===== src/hdl/rtc_pkg.sv =====
// Constants and carrier types shared by the timekeeping core.
package rtc_pkg;

    // Register addresses of the timekeeping window.
    localparam logic [4:0] ADDR_HSEC  = 5'h00;
    localparam logic [4:0] ADDR_SEC   = 5'h01;
    localparam logic [4:0] ADDR_MIN   = 5'h02;
    localparam logic [4:0] ADDR_HOUR  = 5'h03;
    localparam logic [4:0] ADDR_WDAY  = 5'h04;
    localparam logic [4:0] ADDR_DATE  = 5'h05;
    localparam logic [4:0] ADDR_MONTH = 5'h06;
    localparam logic [4:0] ADDR_YEAR  = 5'h07;
    localparam logic [4:0] ADDR_CTRL  = 5'h08;
    localparam logic [4:0] ADDR_LAST  = 5'h1f;

    // Bit positions inside the registers.
    localparam int START_BIT  = 7;
    localparam int FMT12_BIT  = 6;
    localparam int PM_BIT     = 5;
    localparam int RUN_BIT    = 5;
    localparam int LPYR_BIT   = 5;
    localparam int EXTCLK_BIT = 3;

    // Timing.
    localparam int         CLK_HZ          = 10_000_000;
    localparam int         OSC_FAIL_US     = 100;
    localparam logic [10:0] OSC_FAIL_CYCLES = 11'(OSC_FAIL_US * (CLK_HZ / 1_000_000));
    localparam logic [5:0] RUN_EDGES       = 6'h20;
    localparam logic [2:0] SRC_DIV_LAST    = 3'h7;
    localparam logic [5:0] PULSE_LONG      = 6'h29;
    localparam logic [5:0] PULSE_SHORT     = 6'h28;
    localparam logic [4:0] LONG_RUNS       = 5'h18;

    // BCD limits.
    localparam logic [7:0] HSEC_MAX   = 8'h99;
    localparam logic [6:0] SEC_MAX    = 7'h59;
    localparam logic [6:0] MIN_MAX    = 7'h59;
    localparam logic [5:0] H24_MAX    = 6'h23;
    localparam logic [4:0] H12_ELEVEN = 5'h11;
    localparam logic [4:0] H12_TWELVE = 5'h12;
    localparam logic [4:0] H12_ONE    = 5'h01;
    localparam logic [2:0] WDAY_MAX   = 3'h7;
    localparam logic [2:0] WDAY_MIN   = 3'h1;
    localparam logic [5:0] DATE_MIN   = 6'h01;
    localparam logic [5:0] DATE_31    = 6'h31;
    localparam logic [5:0] DATE_30    = 6'h30;
    localparam logic [5:0] DATE_29    = 6'h29;
    localparam logic [5:0] DATE_28    = 6'h28;
    localparam logic [4:0] MONTH_FEB  = 5'h02;
    localparam logic [4:0] MONTH_MAX  = 5'h12;
    localparam logic [4:0] MONTH_MIN  = 5'h01;
    localparam logic [7:0] YEAR_MAX   = 8'h99;

    typedef struct packed {
        logic [7:0] hsec;
        logic [6:0] sec;
        logic [6:0] min;
        logic [5:0] hour;
        logic [2:0] wday;
        logic [5:0] date;
        logic [4:0] month;
        logic [7:0] year;
    } rtc_time_s;

    typedef struct packed {
        logic [1:0]  pin_sync;
        logic        pin_prev;
        logic [2:0]  div;
        logic [5:0]  edge_cnt;
        logic        running;
        logic [10:0] idle_cnt;
        logic [5:0]  pulse_cnt;
        logic [4:0]  long_cnt;
        rtc_time_s   live;
        rtc_time_s   snap;
        logic        start;
        logic        fmt12;
        logic [7:0]  ctrl;
        logic [4:0]  last_addr;
        logic [7:0]  rdata;
    } rtc_state_s;

    localparam rtc_state_s STATE_RST = '0;

endpackage


===== src/hdl/rtc_timekeeping_core.sv =====
// Timekeeping core: source select, oscillator monitor, BCD calendar and read buffers.
`timescale 1ns/1ns
module rtc_timekeeping_core
(
    input  wire logic       clk,
    input  wire logic       rst,
    input  wire logic       clock_input_pin,
    output logic            crystal_enable,
    output logic            external_clock_enable,
    output logic            oscillator_running,
    input  wire logic       reg_wr,
    input  wire logic       reg_rd,
    input  wire logic       reg_first,
    input  wire logic [4:0] reg_addr,
    input  wire logic [7:0] reg_wdata,
    output logic [7:0]      reg_rdata
);

    rtc_pkg::rtc_state_s s_q;
    rtc_pkg::rtc_state_s s_d;
    rtc_pkg::rtc_time_s  rsrc;
    logic                src_on;
    logic                src_edge;
    logic                tick4k;
    logic                h_inc;
    logic                s_inc;
    logic                m_inc;
    logic                hr_inc;
    logic                d_inc;
    logic                mo_inc;
    logic                y_inc;
    logic                refresh;
    logic [5:0]          pulse_last;
    logic [5:0]          hr_next;

    function automatic logic [7:0] bcd_next(input logic [7:0] v);
        if (v[3:0] == 4'h9)
            bcd_next = {v[7:4] + 4'h1, 4'h0};
        else
            bcd_next = {v[7:4], v[3:0] + 4'h1};
    endfunction

    // Two digits cannot tell 2100, 2200 and 2300 apart, so every fourth year counts.
    function automatic logic leap(input logic [7:0] y);
        if (y[4])
            leap = (y[3:0] == 4'h2) || (y[3:0] == 4'h6);
        else
            leap = (y[3:0] == 4'h0) || (y[3:0] == 4'h4) || (y[3:0] == 4'h8);
    endfunction

    function automatic logic [5:0] date_max(input logic [4:0] m, input logic [7:0] y);
        if (m == rtc_pkg::MONTH_FEB)
            date_max = leap(y) ? rtc_pkg::DATE_29 : rtc_pkg::DATE_28;
        else if ((m == 5'h04) || (m == 5'h06) || (m == 5'h09) || (m == 5'h11))
            date_max = rtc_pkg::DATE_30;
        else
            date_max = rtc_pkg::DATE_31;
    endfunction

    always_comb
    begin
        s_d = s_q;
        h_inc = 1'b0;
        s_inc = 1'b0;
        m_inc = 1'b0;
        hr_inc = 1'b0;
        d_inc = 1'b0;
        mo_inc = 1'b0;
        y_inc = 1'b0;
        hr_next = s_q.live.hour;
        s_d.pin_sync = {s_q.pin_sync[0], clock_input_pin};
        s_d.pin_prev = s_q.pin_sync[1];

        // The pin is only honoured while one of the two sources is switched on.
        src_on = s_q.start | s_q.ctrl[rtc_pkg::EXTCLK_BIT];
        src_edge = src_on && s_q.pin_sync[1] && !s_q.pin_prev;

        if (src_edge)
        begin
            s_d.idle_cnt = '0;
            if (s_q.edge_cnt != rtc_pkg::RUN_EDGES)
                s_d.edge_cnt = s_q.edge_cnt + 6'h01;
            if (s_q.edge_cnt == rtc_pkg::RUN_EDGES - 6'h01)
                s_d.running = 1'b1;
        end
        else if (s_q.idle_cnt == rtc_pkg::OSC_FAIL_CYCLES)
        begin
            s_d.running = 1'b0;
            s_d.edge_cnt = '0;
        end
        else
        begin
            s_d.idle_cnt = s_q.idle_cnt + 11'h001;
        end

        if (src_edge)
            s_d.div = s_q.div + 3'h1;
        tick4k = src_edge && (s_q.div == rtc_pkg::SRC_DIV_LAST);

        // Every 25th step is one pulse short so that 25 steps span exactly 250 ms.
        pulse_last = (s_q.long_cnt == rtc_pkg::LONG_RUNS) ?
                     rtc_pkg::PULSE_SHORT - 6'h01 : rtc_pkg::PULSE_LONG - 6'h01;
        if (tick4k)
        begin
            if (s_q.pulse_cnt == pulse_last)
            begin
                h_inc = 1'b1;
                s_d.pulse_cnt = '0;
                s_d.long_cnt = (s_q.long_cnt == rtc_pkg::LONG_RUNS) ? 5'h00 :
                               s_q.long_cnt + 5'h01;
            end
            else
            begin
                s_d.pulse_cnt = s_q.pulse_cnt + 6'h01;
            end
        end

        if (h_inc)
        begin
            if (s_q.live.hsec == rtc_pkg::HSEC_MAX)
            begin
                s_d.live.hsec = 8'h00;
                s_inc = 1'b1;
            end
            else
            begin
                s_d.live.hsec = bcd_next(s_q.live.hsec);
            end
        end
        if (s_inc)
        begin
            if (s_q.live.sec == rtc_pkg::SEC_MAX)
            begin
                s_d.live.sec = 7'h00;
                m_inc = 1'b1;
            end
            else
            begin
                s_d.live.sec = 7'(bcd_next({1'b0, s_q.live.sec}));
            end
        end
        if (m_inc)
        begin
            if (s_q.live.min == rtc_pkg::MIN_MAX)
            begin
                s_d.live.min = 7'h00;
                hr_inc = 1'b1;
            end
            else
            begin
                s_d.live.min = 7'(bcd_next({1'b0, s_q.live.min}));
            end
        end

        // In 12-hour mode bit 5 is the half-day flag; 11 PM to 12 AM ends the day.
        if (s_q.fmt12)
        begin
            if (s_q.live.hour[4:0] == rtc_pkg::H12_ELEVEN)
                hr_next = {~s_q.live.hour[rtc_pkg::PM_BIT], rtc_pkg::H12_TWELVE};
            else if (s_q.live.hour[4:0] == rtc_pkg::H12_TWELVE)
                hr_next = {s_q.live.hour[rtc_pkg::PM_BIT], rtc_pkg::H12_ONE};
            else
                hr_next = {s_q.live.hour[rtc_pkg::PM_BIT],
                           5'(bcd_next({3'h0, s_q.live.hour[4:0]}))};
        end
        else if (s_q.live.hour == rtc_pkg::H24_MAX)
        begin
            hr_next = 6'h00;
        end
        else
        begin
            hr_next = 6'(bcd_next({2'h0, s_q.live.hour}));
        end
        if (hr_inc)
        begin
            s_d.live.hour = hr_next;
            if (s_q.fmt12)
                d_inc = (s_q.live.hour[4:0] == rtc_pkg::H12_ELEVEN)
                        && s_q.live.hour[rtc_pkg::PM_BIT];
            else
                d_inc = (s_q.live.hour == rtc_pkg::H24_MAX);
        end

        if (d_inc)
        begin
            s_d.live.wday = (s_q.live.wday == rtc_pkg::WDAY_MAX) ? rtc_pkg::WDAY_MIN :
                            s_q.live.wday + 3'h1;
            if (s_q.live.date == date_max(s_q.live.month, s_q.live.year))
            begin
                s_d.live.date = rtc_pkg::DATE_MIN;
                mo_inc = 1'b1;
            end
            else
            begin
                s_d.live.date = 6'(bcd_next({2'h0, s_q.live.date}));
            end
        end
        if (mo_inc)
        begin
            if (s_q.live.month == rtc_pkg::MONTH_MAX)
            begin
                s_d.live.month = rtc_pkg::MONTH_MIN;
                y_inc = 1'b1;
            end
            else
            begin
                s_d.live.month = 5'(bcd_next({3'h0, s_q.live.month}));
            end
        end
        if (y_inc)
            s_d.live.year = (s_q.live.year == rtc_pkg::YEAR_MAX) ? 8'h00 :
                            bcd_next(s_q.live.year);

        // A write wins over a carry landing in the same register on the same cycle.
        if (reg_wr)
        begin
            case (reg_addr)
                rtc_pkg::ADDR_HSEC:
                    s_d.live.hsec = reg_wdata;
                rtc_pkg::ADDR_SEC:
                begin
                    s_d.start = reg_wdata[rtc_pkg::START_BIT];
                    s_d.live.sec = reg_wdata[6:0];
                end
                rtc_pkg::ADDR_MIN:
                    s_d.live.min = reg_wdata[6:0];
                rtc_pkg::ADDR_HOUR:
                begin
                    s_d.fmt12 = reg_wdata[rtc_pkg::FMT12_BIT];
                    s_d.live.hour = reg_wdata[5:0];
                end
                rtc_pkg::ADDR_WDAY:
                    s_d.live.wday = reg_wdata[2:0];
                rtc_pkg::ADDR_DATE:
                    s_d.live.date = reg_wdata[5:0];
                rtc_pkg::ADDR_MONTH:
                    s_d.live.month = reg_wdata[4:0];
                rtc_pkg::ADDR_YEAR:
                    s_d.live.year = reg_wdata;
                rtc_pkg::ADDR_CTRL:
                    s_d.ctrl = reg_wdata;
                default:
                    s_d.ctrl = s_q.ctrl;
            endcase
        end

        // The word read on a refresh cycle comes from the counters being captured.
        refresh = reg_rd && (reg_first ||
                  ((reg_addr == 5'h00) && (s_q.last_addr == rtc_pkg::ADDR_LAST)));
        rsrc = refresh ? s_q.live : s_q.snap;
        if (refresh)
            s_d.snap = s_q.live;
        if (reg_rd)
        begin
            s_d.last_addr = reg_addr;
            case (reg_addr)
                rtc_pkg::ADDR_HSEC:  s_d.rdata = rsrc.hsec;
                rtc_pkg::ADDR_SEC:   s_d.rdata = {s_q.start, rsrc.sec};
                rtc_pkg::ADDR_MIN:   s_d.rdata = {1'b0, rsrc.min};
                rtc_pkg::ADDR_HOUR:  s_d.rdata = {1'b0, s_q.fmt12, rsrc.hour};
                rtc_pkg::ADDR_WDAY:  s_d.rdata = {2'h0, s_q.running, 2'h0, rsrc.wday};
                rtc_pkg::ADDR_DATE:  s_d.rdata = {2'h0, rsrc.date};
                rtc_pkg::ADDR_MONTH: s_d.rdata = {2'h0, leap(rsrc.year), rsrc.month};
                rtc_pkg::ADDR_YEAR:  s_d.rdata = rsrc.year;
                rtc_pkg::ADDR_CTRL:  s_d.rdata = s_q.ctrl;
                default:             s_d.rdata = 8'h00;
            endcase
        end
    end

    always_ff @(posedge clk or posedge rst)
    begin
        if (rst)
            s_q <= rtc_pkg::STATE_RST;
        else
            s_q <= s_d;
    end

    // The crystal amplifier is off whenever the external clock input is selected.
    assign crystal_enable        = s_q.start && !s_q.ctrl[rtc_pkg::EXTCLK_BIT];
    assign external_clock_enable = s_q.ctrl[rtc_pkg::EXTCLK_BIT];
    assign oscillator_running    = s_q.running;
    assign reg_rdata             = s_q.rdata;
endmodule // rtc_timekeeping_core


===== config.mk =====
export PLATFORM = sky130hd
export DESIGN_NAME = rtc_timekeeping_core
export DESIGN_NICKNAME = d
export VERILOG_FILES = /design/src/hdl/rtc_pkg.sv /design/src/hdl/rtc_timekeeping_core.sv
export SDC_FILE = /design/constraint.sdc
export NUM_CORES = 1
export LEC_CHECK = 0
export ABC_AREA = 1
export BUFFER_PORTS_ARGS = -buffer_cell sky130_fd_sc_hd__buf_4
export CORE_MARGIN = 4
export CORE_UTILIZATION = 60
export DETAILED_ROUTE_END_ITERATION = 8
export MAX_ROUTING_LAYER = met4
export PLACE_DENSITY = 0.83
export SLEW_MARGIN = 20
export SYNTH_ARGS = -nofsm -noshare
export SYNTH_HDL_FRONTEND = slang
export SYNTH_SLANG_ARGS = --single-unit

===== constraint.sdc =====
create_clock -name clk -period 5.4 [get_ports clk]
set_clock_uncertainty 0.15 [all_clocks]
set_input_delay 0.27 -clock clk [delete_from_list [all_inputs] [get_ports clk]]
set_output_delay 0.27 -clock clk [all_outputs]
set_load 0.05 [all_outputs]

==> reports/qor.csv <==
stage,metric,value,unit
outcome,run status,"finished, final reports clean",
timing,Worst slew margin,45.4,%
setup_path,element type at the critical path start,flop,
yosys,mean post-synth cell area,7.80,um^2
clock_network,number of clock sinks seen by CTS,158,
cells_and_area,most used cells in the layout excluding fill and tap cells,"nand2_1 (267), inv_1 (167), dfrtp_1 (158)",
cells_and_area,nets@finish,1206,
setup_path,maximum fanout along the worst path,26,
yosys,Yosys Warn Count,0,
setup_path,Crit path arrival time,3380,ps
setup_path,beginning of the worst register-to-register path,external_clock_enable$_DFFE_PP0P_,
yosys,post-synth top area share,44.8,%
pwr,power density over the cells,357,nW/um^2
placed_design,standard cell area after detailed placement,9070,um^2
drt,vias per std cell,5.61,
global_route,global-route wire length before repair,35.7,mm
setup_path,Critical Setup Path Class,reg -> reg,
placed_design,pre-CTS setup slack,2260,ps
cells_and_area,final-layout fill cell count,1180,
clock_network,root buffer selected by CTS,clkbuf_16,
global_route,total gr overflow,0,
die,height of the chip,129,um
timing,final period demand of the worst path,3210,ps
global_route,aggregate global-route resource usage,28.0,%
timing,Hold Fails Final Rpt,0,
worst_hold_path,hold endpoint,s_q[12]$_DFFE_PP0P_,
setup_path,cell type group with the largest total delay on the critical path,simple AND/OR/NAND/NOR gates,
setup_path,capturing point of the worst reg2reg path,s_q[74]$_DFF_PP0_,
pwr,sequential share of power,44.7,%
placed_design,count of input and output buffers,29,
cells_and_area,most frequent standard cell in the layout excluding fill and tap cells,nand2_1,
clock_network,number of buffers between clock root and the deepest sink,2,
global_route,maximum number of pins on one net before global-route repair,119,
die,overall die area,16700,um^2
cells_and_area,area delta synth->final,10.6,%
cells_and_area,fraction of final layout cells sized beyond drive strength 1,8.72,%
clock_network,clock tree from TritonCTS,yes,
die,site row count,44,
pwr,Int Power,2.38,mW
timing,fin. max-slew vios,0,
pwr,Max rail drop VDD,0.300,mV
cells_and_area,FF/Latch Area,3950,um^2
drt,Total Routed Length,21.3,mm
drt,DRT iter0 DRCs,834,
clock_network,Resize count post-CTS,0,
setup_path,worst path cell trace,"o21ai_1, inv_1, nand2_1, nor2_8, nand4_4, nor2_8, nand3_2, nand2_1, nand3_1, nand2_1, inv_1",
worst_hold_path,hold path depth,3,
pwr,P_leak,5.00,nW
clock_network,TritonCTS buffer count,17,
global_route,via count of the first global-routing pass,7133,
drt,First-pass DRT Iterations,6,
pwr,Switch Pwr,1.10,mW
yosys,top cell type by total area after synthesis,dfrtp_1,
timing,slew at the pin closest to its max-slew limit,814,ps
yosys,Post-Synthesis Cells,1132,
setup_path,"reg-to-reg slack, setup",2190,ps
global_route,initial antenna violation count,0,
die,Horiz. Die Dim,129,um
placed_design,final weighted congestion of routability-driven global placement,0.944,
setup_path,CP Data Required Time,5570,ps
cells_and_area,Ant. Diodes,0,
pwr,portion of total power attributed to combinational logic,20.1,%
placed_design,half-perimeter wire length of the detailed placement result,15.0,mm
yosys,post-synth net total,1181,
drt,total number of vias,7596,
worst_hold_path,class of the tightest hold or removal check,in -> reg,
yosys,Synth Cell Area,8830,um^2
setup_path,CP endpoint kind,flop,
cells_and_area,total area of multi-input combinational cells,3990,um^2
yosys,dominant cells by area after synthesis,"dfrtp_1 (45%), nand2_1 (11%), inv_1 (7.1%)",
yosys,count of cell types in the netlist,45,
yosys,sequential element share of the synthesized area,44.8,%
cells_and_area,post-layout instance area,9770,um^2
pwr,net switching share of the total power,31.6,%
cells_and_area,final standard cell count with taps included and fillers excluded,1354,
clock_network,clock edge transition at the registers on the reported setup and hold paths,60,ps
worst_hold_path,origin of the worst min-delay path,reg_addr[4],
drt,residual antenna-violating net count after detailed routing,0,
clock_network,Worst-Skew Late Latency,430,ps
yosys,register bit count reported by yosys,158,
timing,Peak Freq,0.312,GHz
clock_network,depth of the CTS H-tree,4,
timing,aggregate negative setup slack,0,ps
timing,number of endpoints failing setup at the final stage,0,
drt,wire per inst,15.7,um
setup_path,logic depth of the worst register-to-register path,11,
pwr,clock network power share,35.2,%
setup_path,worst path buffer plus inverter count,2,
pwr,total power,3.49,mW
setup_path,highest-delay cell along the critical path,dfrtp_1,
job,maximum capacitance violations,0,
setup_path,Max stage delay on crit path,450,ps
placed_design,Placed Instances,1313,
die,core region area,14500,um^2
setup_path,most frequent cell on the critical path,nand2_1,
die,initial core utilization,61.0,%
die,I/O pin total,30,
timing,smallest setup slack after layout,2190,ps
drt,number of DRC violations after detailed routing,0,
timing,final worst path period share,59.4,%
timing,setup repair after global routing missed its margin,no,
[worst register-to-register path, cell delays in order (launching register included)]
cell,delay (ps)
dfrtp_1,450
o21ai_1,330
inv_1,400
nand2_1,230
nor2_8,320
nand4_4,250
nor2_8,390
nand3_2,260
nand2_1,120
nand3_1,90
nand2_1,70
inv_1,50
[state kept, by name (all words and copies together) (netlist names)]
signal	count
external_clock_enable	1
oscillator_running	1
reg_rdata	8
s_d	2
s_q	146
[final cells by class]
cell class | count | area share [%]
multi-input cells | 764 | 40.8
flip-flops and latches | 158 | 40.5
inverters | 176 | 6.84
clock buffers | 19 | 4.53
repair buffers | 40 | 3.30
well taps | 184 | 2.36
clock inverters | 13 | 1.68
[layer usage]
metal / track usage [%] / up-vias / routed length (um)
li1: - / 3716 / -
met1: 38.5 / 3562 / 9460
met2: 41.6 / 274 / 9600
met3: 5.94 / 44 / 1650
met4: 9.51 / 0 / 575
met5: - / - / 0
[power by group through the flow]
stage               sequential (mW)  clock [mW]  combinational [mW]
global placement               1.57           0               0.660
CTS                            1.55        1.25               0.698
global route                   1.59        1.30               0.814
finish                         1.56        1.23               0.701
floorplan                      1.53           0               0.539
detailed placement             1.57           0               0.681
[stage by stage]
| stage | util (%) | hold WS [ps] |
|---|---|---|
| 6_report | 67.5 | 16.1 |
| 5_1_grt | 67.5 | 33.5 |
| 4_1_cts | 67.5 | 6.88 |
| 3_5_place_dp | 62.7 | 193 |
| 3_3_place_gp | 62.7 | 200 |
| 2_1_floorplan | - | 151 |
[synthesized netlist by cell type (all sizes together)]
cell	number
or2	1
clkbuf	9
dfrtp	158
buf	25
o2bb2ai	1
xnor2	4
o211ai	12
inv	173
clkinv	3
xor2	12
and2	4
o21a	9
o21ai	105
ha	30
a31o	2
a21o	1
a21oi	31
nor2	90
a221oi	1
o31ai	1
o221ai	1
nand4	17
o21bai	1
nand2	280
a31oi	5
a22oi	1
o22ai	17
nor3	18
nor3b	8
nand3	111
o2111ai	1
[logic make-up after synthesis]
kind of cell | after synthesis | share of synthesized area, %
simple gates | 529 | 27.2
buf+inv | 210 | 10.1
compound gates | 189 | 12.1
flops | 158 | 44.8
fa+ha+maj | 30 | 4.25
xor+xnor | 16 | 1.59
[worst max-delay path by stage]
stage          depth (start not counted)  slack [ps]                              start                                end
2_1_floorplan                          1         720                                rst  external_clock_enable$_DFFE_PP0P_
3_3_place_gp                          11        2300  external_clock_enable$_DFFE_PP0P_                  s_q[80]$_DFF_PP0_
3_5_place_dp                          11        2260  external_clock_enable$_DFFE_PP0P_                  s_q[74]$_DFF_PP0_
4_1_cts                               11        2220  external_clock_enable$_DFFE_PP0P_                  s_q[74]$_DFF_PP0_
5_1_grt                               11        1900  external_clock_enable$_DFFE_PP0P_                  s_q[76]$_DFF_PP0_
6_report                              11        2190  external_clock_enable$_DFFE_PP0P_                  s_q[74]$_DFF_PP0_
[what timing repair did]
item,4_1_cts,5_1_grt
hold buffers,9,0
setup buffers,0,0
hold endpoints to repair,17,0
Note: power is estimated with default switching activity, not from simulation.
